File: src/hdl/emc_pkg.sv
// Package of register map, field layout and decoded config types
package emc_pkg;
    // Register offsets
    localparam logic [6:0] MODE_A_OFFS = 7'h0B;
    localparam logic [6:0] OUT_CFG_OFFS = 7'h0C;
    // Reset values
    localparam logic [7:0] MODE_A_RESET = 8'h06;
    localparam logic [7:0] OUT_CFG_RESET = 8'h40;
    // Field positions, mode register A
    localparam int SOFT_RESET_BIT = 7;
    localparam int ZX_FILT_DIS_BIT = 6;
    localparam int RESV_BIT = 5;
    localparam int CH_SWAP_BIT = 4;
    localparam int ADC_PDN_BIT = 3;
    localparam int PULSE_B_DIS_BIT = 2;
    localparam int PULSE_A_DIS_BIT = 1;
    localparam int HPF_BYP_BIT = 0;
    // Field positions, output configuration register
    localparam int PULSE_B_SRC_LSB = 6;
    localparam int PULSE_A_SRC_LSB = 4;
    localparam int APP_RMS_SEL_BIT = 3;
    localparam int RMS_ZX_BIT = 2;
    localparam int LINE_PERIOD_FREQUENCY_BIT = 1;
    localparam int WAVE_EN_BIT = 0;
    // Soft reset pulse length in core cycles
    localparam int SOFT_RESET_CYCLES = 1;

    // Quantity a pulse output follows
    typedef enum logic [1:0] {
        EMC_SRC_ACTIVE = 2'h0,
        EMC_SRC_REACTIVE = 2'h1,
        EMC_SRC_APPARENT = 2'h2,
        EMC_SRC_RMS_CUR = 2'h3
    } emc_src_t;

    // Decoded configuration to the datapath
    typedef struct packed {
        logic measRegReset;
        logic zeroCrossFilterDisable;
        logic channelSwap;
        logic adcPowerDown;
        logic pulseOutBEnable;
        logic pulseOutAEnable;
        logic highpassBypass;
        emc_src_t pulseOutBQuantity;
        emc_src_t pulseOutAQuantity;
        logic apparentAccumRms;
        logic rmsZeroCrossSync;
        logic periodFrequencySelect;
        logic waveformSamplingEnable;
    } emc_cfg_t;
endpackage : emc_pkg

File: src/hdl/emc_mode_config.sv
// Energy meter mode and output configuration register bank
//
// Decided for this implementation: the plain strobed port.
`timescale 1ns/1ps
// Operation
// - Writing bit 7 resets measurement registers
// - Bit 6 bypasses zero-cross low-pass filter
// - Bit 4 swaps ADC channels
// - Bit 3 powers down both ADCs
// - Bit 2 resets one, disables output B
// - Bit 1 resets one, disables output A
// - Bit 0 bypasses channel high-pass filters
// - Output B source, reset 01
// - Output A source, reset 00
// - Bit 3 picks apparent power or rms
// - Bit 2 syncs rms updates to zero-cross
// - Bit 1 selects period or frequency
// - Bit 0 enables waveform sampling
module emc_mode_config
    import emc_pkg::*;
#(
    parameter int ADDR_W = 7
) (
    // Clock and reset
    input wire logic ref_clk,
    input wire logic rst,
    // Register port
    input wire logic [ADDR_W-1:0] regAddr,
    input wire logic [7:0] regWrData,
    input wire logic regWrStb,
    input wire logic regRdStb,
    output logic [7:0] regRdData,
    // Configuration to the datapath
    output emc_cfg_t cfg
);
    // Elaboration check on address width
    if (ADDR_W < 7) begin : g_chk
        $error("ADDR_W must be at least 7");
    end

    // All state of the block
    typedef struct packed {
        logic [7:0] modeA;
        logic [7:0] outCfg;
        logic softRst;
        logic [7:0] rdData;
    } emc_state_t;

    emc_state_t st_r; // Registered state
    emc_state_t st_nxt; // Next state
    emc_src_t qB; // Decoded output B quantity
    emc_src_t qA; // Decoded output A quantity

    // Address match helper
    function automatic logic hit(input logic [ADDR_W-1:0] a,
                                 input logic [6:0] offs);
        hit = (a == ADDR_W'(offs));
    endfunction : hit

    // Next-state logic
    always_comb begin
        st_nxt = st_r;
        st_nxt.softRst = 1'b0;
        // Soft reset bit never stored, reads back zero
        st_nxt.modeA[SOFT_RESET_BIT] = 1'b0;
        if (st_r.softRst) begin
            // Register defaults restored after soft reset
            st_nxt.modeA = MODE_A_RESET;
            st_nxt.outCfg = OUT_CFG_RESET;
        end
        if (regWrStb) begin
            if (hit(regAddr, MODE_A_OFFS)) begin
                // Store bits; bit 5 stored as written, software keeps 0
                st_nxt.modeA = regWrData;
                st_nxt.modeA[SOFT_RESET_BIT] = 1'b0;
                st_nxt.softRst = regWrData[SOFT_RESET_BIT];
            end else if (hit(regAddr, OUT_CFG_OFFS)) begin
                st_nxt.outCfg = regWrData;
            end
        end
        // Read data stands one cycle after the strobe
        st_nxt.rdData = 8'h00;
        if (regRdStb) begin
            if (hit(regAddr, MODE_A_OFFS)) begin
                st_nxt.rdData = st_nxt.modeA;
            end else if (hit(regAddr, OUT_CFG_OFFS)) begin
                st_nxt.rdData = st_nxt.outCfg;
            end
        end
    end

    // State register
    always_ff @(posedge ref_clk) begin
        if (rst) begin
            st_r <= '{modeA: MODE_A_RESET, outCfg: OUT_CFG_RESET,
                      softRst: 1'b0, rdData: 8'h00};
        end else begin
            st_r <= st_nxt;
        end
    end

    // Source decoders for both pulse outputs
    emc_src_decode u_decB (
        .srcCode(st_r.outCfg[PULSE_B_SRC_LSB +: 2]),
        .appOrRms(st_r.outCfg[APP_RMS_SEL_BIT]),
        .quantity(qB)
    );
    emc_src_decode u_decA (
        .srcCode(st_r.outCfg[PULSE_A_SRC_LSB +: 2]),
        .appOrRms(st_r.outCfg[APP_RMS_SEL_BIT]),
        .quantity(qA)
    );

    // Outputs
    assign regRdData = st_r.rdData;
    always_comb begin
        cfg.measRegReset = st_r.softRst;
        cfg.zeroCrossFilterDisable = st_r.modeA[ZX_FILT_DIS_BIT];
        cfg.channelSwap = st_r.modeA[CH_SWAP_BIT];
        cfg.adcPowerDown = st_r.modeA[ADC_PDN_BIT];
        cfg.pulseOutBEnable = ~st_r.modeA[PULSE_B_DIS_BIT];
        cfg.pulseOutAEnable = ~st_r.modeA[PULSE_A_DIS_BIT];
        cfg.highpassBypass = st_r.modeA[HPF_BYP_BIT];
        cfg.pulseOutBQuantity = qB;
        cfg.pulseOutAQuantity = qA;
        cfg.apparentAccumRms = st_r.outCfg[APP_RMS_SEL_BIT];
        cfg.rmsZeroCrossSync = st_r.outCfg[RMS_ZX_BIT];
        cfg.periodFrequencySelect = st_r.outCfg[LINE_PERIOD_FREQUENCY_BIT];
        cfg.waveformSamplingEnable = st_r.outCfg[WAVE_EN_BIT];
    end
endmodule : emc_mode_config

File: src/hdl/emc_src_decode.sv
// Pulse output source decoder
`timescale 1ns/1ps
module emc_src_decode
    import emc_pkg::*;
(
    // Field inputs
    input wire logic [1:0] srcCode,
    input wire logic appOrRms,
    // Decoded quantity
    output emc_src_t quantity
);
    // 1x picks apparent power or rms current by the select bit
    always_comb begin
        unique case (srcCode)
            2'h0: quantity = EMC_SRC_ACTIVE;
            2'h1: quantity = EMC_SRC_REACTIVE;
            default: quantity = appOrRms ? EMC_SRC_RMS_CUR
                                         : EMC_SRC_APPARENT;
        endcase
    end
endmodule : emc_src_decode

File: config.mk
export PLATFORM = sky130hd
export DESIGN_NAME = emc_mode_config
export DESIGN_NICKNAME = d
export VERILOG_FILES = /design/src/hdl/emc_pkg.sv /design/src/hdl/emc_mode_config.sv /design/src/hdl/emc_src_decode.sv
export SDC_FILE = /design/constraint.sdc
export NUM_CORES = 1
export LEC_CHECK = 0
export BUFFER_PORTS_ARGS = -buffer_cell sky130_fd_sc_hd__buf_2
export CAP_MARGIN = 20
export CORE_ASPECT_RATIO = 2
export CORE_MARGIN = 4
export CORE_UTILIZATION = 46
export CTS_BUF_LIST = sky130_fd_sc_hd__clkbuf_8
export DETAILED_ROUTE_END_ITERATION = 7
export GPL_TIMING_DRIVEN = 0
export PLACE_DENSITY = 0.87
export SETUP_SLACK_MARGIN = 0.15
export SLEW_MARGIN = 25
export SYNTH_ARGS = -nofsm -noshare
export SYNTH_HDL_FRONTEND = slang
export SYNTH_SLANG_ARGS = --single-unit
File: constraint.sdc
create_clock -name ref_clk -period 1.1 [get_ports ref_clk]
set_input_delay 0.055 -clock ref_clk [delete_from_list [all_inputs] [get_ports ref_clk]]
set_output_delay 0.055 -clock ref_clk [all_outputs]
set_load 0.05 [all_outputs]
Word-level counts from Yosys, hierarchy flattened --
Index checks and enable logic that the tools add are counted.
Storage, ports and cells: register bits after elaboration 24, input port bits 19, output and inout port bits 23, word-level logic and storage cells 28
Operators by class: equal/unequal tests 4, mux-type cells 11, bitwise gates (word level) 5, reduce and logical (&&, ||, !) cells 4
Operators by type and width (count):
- 2-to-1 mux 8 bit | 5
- 2-to-1 mux 17 bit | 1
- 2-to-1 mux 15 bit | 1
- == test 7 x 4 -> 1 bit (second input constant) | 2
- one-hot mux 2 bit (2 select lines) | 2
- NOT 1 bit | 5
- == test 2 x 1 -> 1 bit (second input constant) | 2
- zero test 2 bit | 2
- OR reduction 3 bit | 1
- 2-to-1 mux 1 bit | 2
- OR reduction 2 bit | 1

Longest topological paths before layout --
depth after elaboration 6, mapped depth 5, gate-level depth less buffers 4

Hierarchy --
From an unflattened synthesis, not the netlist that was laid out.
Second synthesis, totals: cell total of the unflattened synthesis 124, area, all modules 1191.1 um^2
Modules (own cells, without submodules):
- emc_mode_config | times used 1, cells each 120, area each 1153.6 um^2, seq. area each 480.5 um^2
- emc_src_decode | times used 2, cells each 2, area each 18.8 um^2, seq. area each 0.0 um^2

Worst setup path after synthesis --
No wires, ideal clock.
path type reg-to-reg, start point reg st_r, in the netlist cfg[14], end point reg st_r, in the netlist regRdData[5], setup time 123 ps, arrival time 938 ps, required time 977 ps, setup slack 39 ps, cell stages (with the launch flop) 5, buffers on the path 1, clock period less this slack 1061 ps, cell sequence dfxtp_1 > clkbuf_1 > nor2b_1 > mux2i_1 > o22ai_1
Between the ends: word-level cells in the longest chain between the ends 6, elaborated cells between the ends (all ways) 7, those cells by class mux: 7
Ends and longest elaborated chain:
- from (decl) | RTL line emc_mode_config.sv:49 | emc_state_t st_r;
- from (signal assigned) | RTL line emc_mode_config.sv:95 | st_r <= '{modeA: MODE_A_RESET, outCfg: OUT_CFG_RESET,
- from (signal assigned) | RTL line emc_mode_config.sv:98 | st_r <= st_nxt;
- 2-to-1 mux 15 bit (*) | RTL line emc_mode_config.sv:66 | if (st_r.softRst) begin
- 2-to-1 mux 8 bit | RTL line emc_mode_config.sv:77 | end else if (hit(regAddr, OUT_CFG_OFFS)) begin
- 2-to-1 mux 8 bit | RTL line emc_mode_config.sv:72 | if (hit(regAddr, MODE_A_OFFS)) begin
- 2-to-1 mux 17 bit (*) | RTL line emc_mode_config.sv:71 | if (regWrStb) begin
- 2-to-1 mux 8 bit | RTL line emc_mode_config.sv:86 | end else if (hit(regAddr, OUT_CFG_OFFS)) begin
- 2-to-1 mux 8 bit (*) | RTL line emc_mode_config.sv:84 | if (hit(regAddr, MODE_A_OFFS)) begin
Mark *: on every way between the ends. The rest lies on a longest branch, timed or not. A chain may end at the register's enable or synchronous reset.

==> results summary <==
The congestion estimate from routability-driven global placement came to approximately 0.85. Among cell families on the critical path, the largest total delay comes from flip-flops. The die outline width is 44.3 µm. The cell count after synthesis came out at 133.

Summing the areas of all xor and xnor instances in the mapped netlist gives 0% of the synthesized area. The combinational family with the most area after synthesis is simple AND/OR/NAND/NOR gates. In this run the deepest clock path goes through 2 buffers. The initial antenna violation count is 0. Summing all multi-input logic gate instances after layout gives 801 µm². The worst-case headroom to the max-slew limit is 64.9%. By area the synthesized netlist is led by dfxtp_1, buf_4, mux2i_1, a21oi_1, nor2_1. The hold violation total from the final report is 0. The measured slew at the worst slew-check pin came out at 0.526 ns. The maximum cell stage delay along the critical path is 0.35 ns. For this run, the detailed router's first-pass iteration total came to 4.

The core outline area is 2540 µm². The number of buffer and inverter stages on the critical path came out at 1. The number of buffers created by CTS came out at 3. The full die area is 3570 µm². Setup repair after global routing could not meet its margin everywhere.

The global-route wire length before repair is between 5000 and 6000 µm. The multiplexer fraction of the synthesized cell area is under 10%. For the worst flop-to-flop path, the logic depth is 4. The synthesized design contains 24 register bits. The yosys synthesis warning count came out at 0. The critical path in this run is classified as flip-flop to primary output.

The unique cell type count in the Yosys netlist came out at 29. The setup slack after layout came out at -0.0429 ns. The number of top-level pins is 42. The worst setup timing slack at the placement stage came out at -0.236 ns.

The worst setup path is launched from a flip-flop. The fraction of final layout cells with drive strength greater than 1 is a little over two thirds. In the post-synthesis netlist, the cell with the most instances is dfxtp_1. The critical path arrival is 1.09 ns. The initial core utilization is between 40% and 50%. The area share of the largest cell type after synthesis came out at 39.6%.

The number of vias in the routed layout is between 1,000 and 1,500. By count the netlist is led by dfxtp_1, buf_4, nor2_1. The worst register-to-register path ends at regRdData[2]. The library cell occupying the most area in the post-synthesis netlist is dfxtp_1. The first-iteration detailed-routing DRC count is 51. The later pin in the worst-skew pair is clocked with a latency of roughly 0.27 ns. The final worst hold slack is 0.0460 ns. The time the worst path needs with I/O delays and setup is 1.14 ns. The remaining antenna violation count is 0.

After clock tree synthesis, the clock-pin slew on the worst setup and hold paths is 0.08 ns. The aggregate global routing overflow came out at 0. The proportion of synthesized flip-flops having asynchronous set or reset came out at 0%.

The area fraction in compound gates after synthesis came out at 10.1%. The cell area that synthesis handed to floorplanning was 1210 µm². 0 antenna diodes ended up in the layout. The worst setup slack for register-to-register paths is about 0.02 ns.

The final reports fail on negative setup slack. The DRC violations left came out at 0. Dividing the final minimum period by the clock period gives 104%. The cell area power density is 782 nW/µm². The signal on the critical path passes through mux2_4, buf_8. The worst hold path begins at rst. Yosys mapped a number of flops with a built-in enable equal to 0. The share of the Yosys chip area taken by registers is 39.6%. The via count of the first global-routing pass came out at 1,210.

Global routing used 19.7% of the available tracks. The largest voltage drop on the vdd net came out at 0.000762 V. In this run the number of H-tree levels came out at 1. The largest fanout on the critical path is 2. The kind of end point of the critical path is a primary output. Counting instances, the worst hold path has a depth of 2. The final layout net count is 207. The count of max-cap constraint violations is 0. The worst hold path terminates at cfg[13]. The most used flip-flop cell after synthesis is dfxtp_1. The final routed wirelength across all metal layers is 3940 µm.

After Yosys synthesis, and, or, nand and nor cells account for 27.4% of the synthesized area. For the final database, setup skew stands at between 0.005 and 0.006 ns. In this run the critical register-to-register path is launched from cfg[14]. The count of buffers inserted at the top-level ports is 40.

In this run the vertical extent of the chip is 80.6 µm. The adder and majority gate portion of the synthesized area is 0%. The sequential standard cell area is 498 µm². The number of clock sinks came out at 24. The critical path required time is 1.04 ns. The TritonCTS clock tree is yes.

Static timing analysis puts the maximum clock frequency at between 800 and 900 MHz. The tree is rooted in a clkbuf_8. The post-cts hold buffer count came out at 0. Setup violations remaining at the end of the flow were counted as 2. The cell count along the critical path is 2.

The wire-length estimate of the detail-placed layout is about 2200 µm. The largest individual stage delay along the critical path comes from the cell dfxtp_2. The worst hold-check path type is primary input to flip-flop. The net count of the mapped netlist is 152. The flow ran to the end, but the final reports show violations. In the routed layout, each cell is associated on average with a via count of 5.62.

Entering global routing, the biggest net connects 14 pins. The count of final max-slew check failures came out at 0. The per-instance average area after synthesis is 9.13 µm². Dividing the detail-routed wire length by the instance count gives 18.3 µm.

In this run the static leakage power is 0.897 nW. The number of rows created at floorplan is 26. The filler cell count is 135. From synthesis to final layout, the design area changed by 70.2%.
[power by group]
group	leakage, nW	total, mW	internal (mW)	switching (mW)
sequential	0.197	0.866	0.864	0.00126
clock	0.0288	0.594	0.320	0.275
combinational	0.671	0.156	0.0666	0.0895
[worst max path at each step]
stage / from / end / slack (ns)
after floorplan: regAddr[5] / regRdData[6] / 0.06
after global placement: regAddr[5] / regRdData[6] / -0.15
after detailed placement: regAddr[5] / regRdData[3] / -0.24
after CTS: st_r[16] / cfg[6] / -0.03
after global routing: st_r[16] / cfg[6] / -0.06
final: st_r[16] / cfg[6] / -0.04
[layer usage]
layer / global-route usage (%) / up-vias / part of all wire [%]
met1: 19.3 / 591 / 33
li1: - / 546 / -
met5: 0 / - / 0
met4: 10.3 / 0 / 2.7
met2: 37.3 / 60 / 59
met3: 2.69 / 11 / 4.9
[state kept, by name, indices dropped and copies added (netlist names)]
register and count:
cfg 9, regRdData 8, st_r 7
[worst reg2reg max path: cells and delay by family, from the launching register on]
| kind | cells | cell delay [ns] |
|---|---|---|
| compound gates | 1 | 0.11 |
| simple gates | 1 | 0.06 |
| flops | 1 | 0.42 |
| mux | 1 | 0.20 |
| buf+inv | 1 | 0.18 |
[cell usage in the layout, fill, tap and decap left out, drive strengths merged, types with 7 or more instances in the layout]
cell    instances
mux2i           8
nor3b           7
a21oi          12
dfxtp          24
clkbuf          8
buf            71
o22ai           7
nor2           14
nand2           7
nor2b           7
[stage by stage]
step	TNS (ns)	power (mW)	utilization, %	instance area, µm²	cells
6_report	-0.0701	1.62	81.4	2070	215
5_1_grt	-0.126	1.66	81.4	2070	215
4_1_cts	-0.0552	1.57	68.3	1730	209
3_5_place_dp	-4.72	1.00	57.1	1450	201
3_3_place_gp	-2.85	0.998	57.1	1450	201
2_1_floorplan	0	0.944	-	1210	133
[cell families (layout without fill, tap and decap cells)]
group	count (synthesis)	after routing
compound gates	21	21
buf+inv	27	81
flops	24	24
mux	10	10
simple gates	51	51
[area by class of cell]
type	count	area share, %
Multi-Input combinational cell	82	38.8
Sequential cell	24	24.1
Timing Repair Buffer	50	22.0
Buffer	25	10.4
Clock buffer	4	2.67
Tap cell	28	1.70
Inverter	2	0.363
[repair_timing]
action / in CTS / in global routing
setup buffers: 3 / 6
gates resized for setup: 58 / 71
pin swaps: 9 / 13
endpoints found under the setup margin: 44 / 39
gates cloned: 1 / 0
No activity file was read; power rests on OpenSTA's default activity.
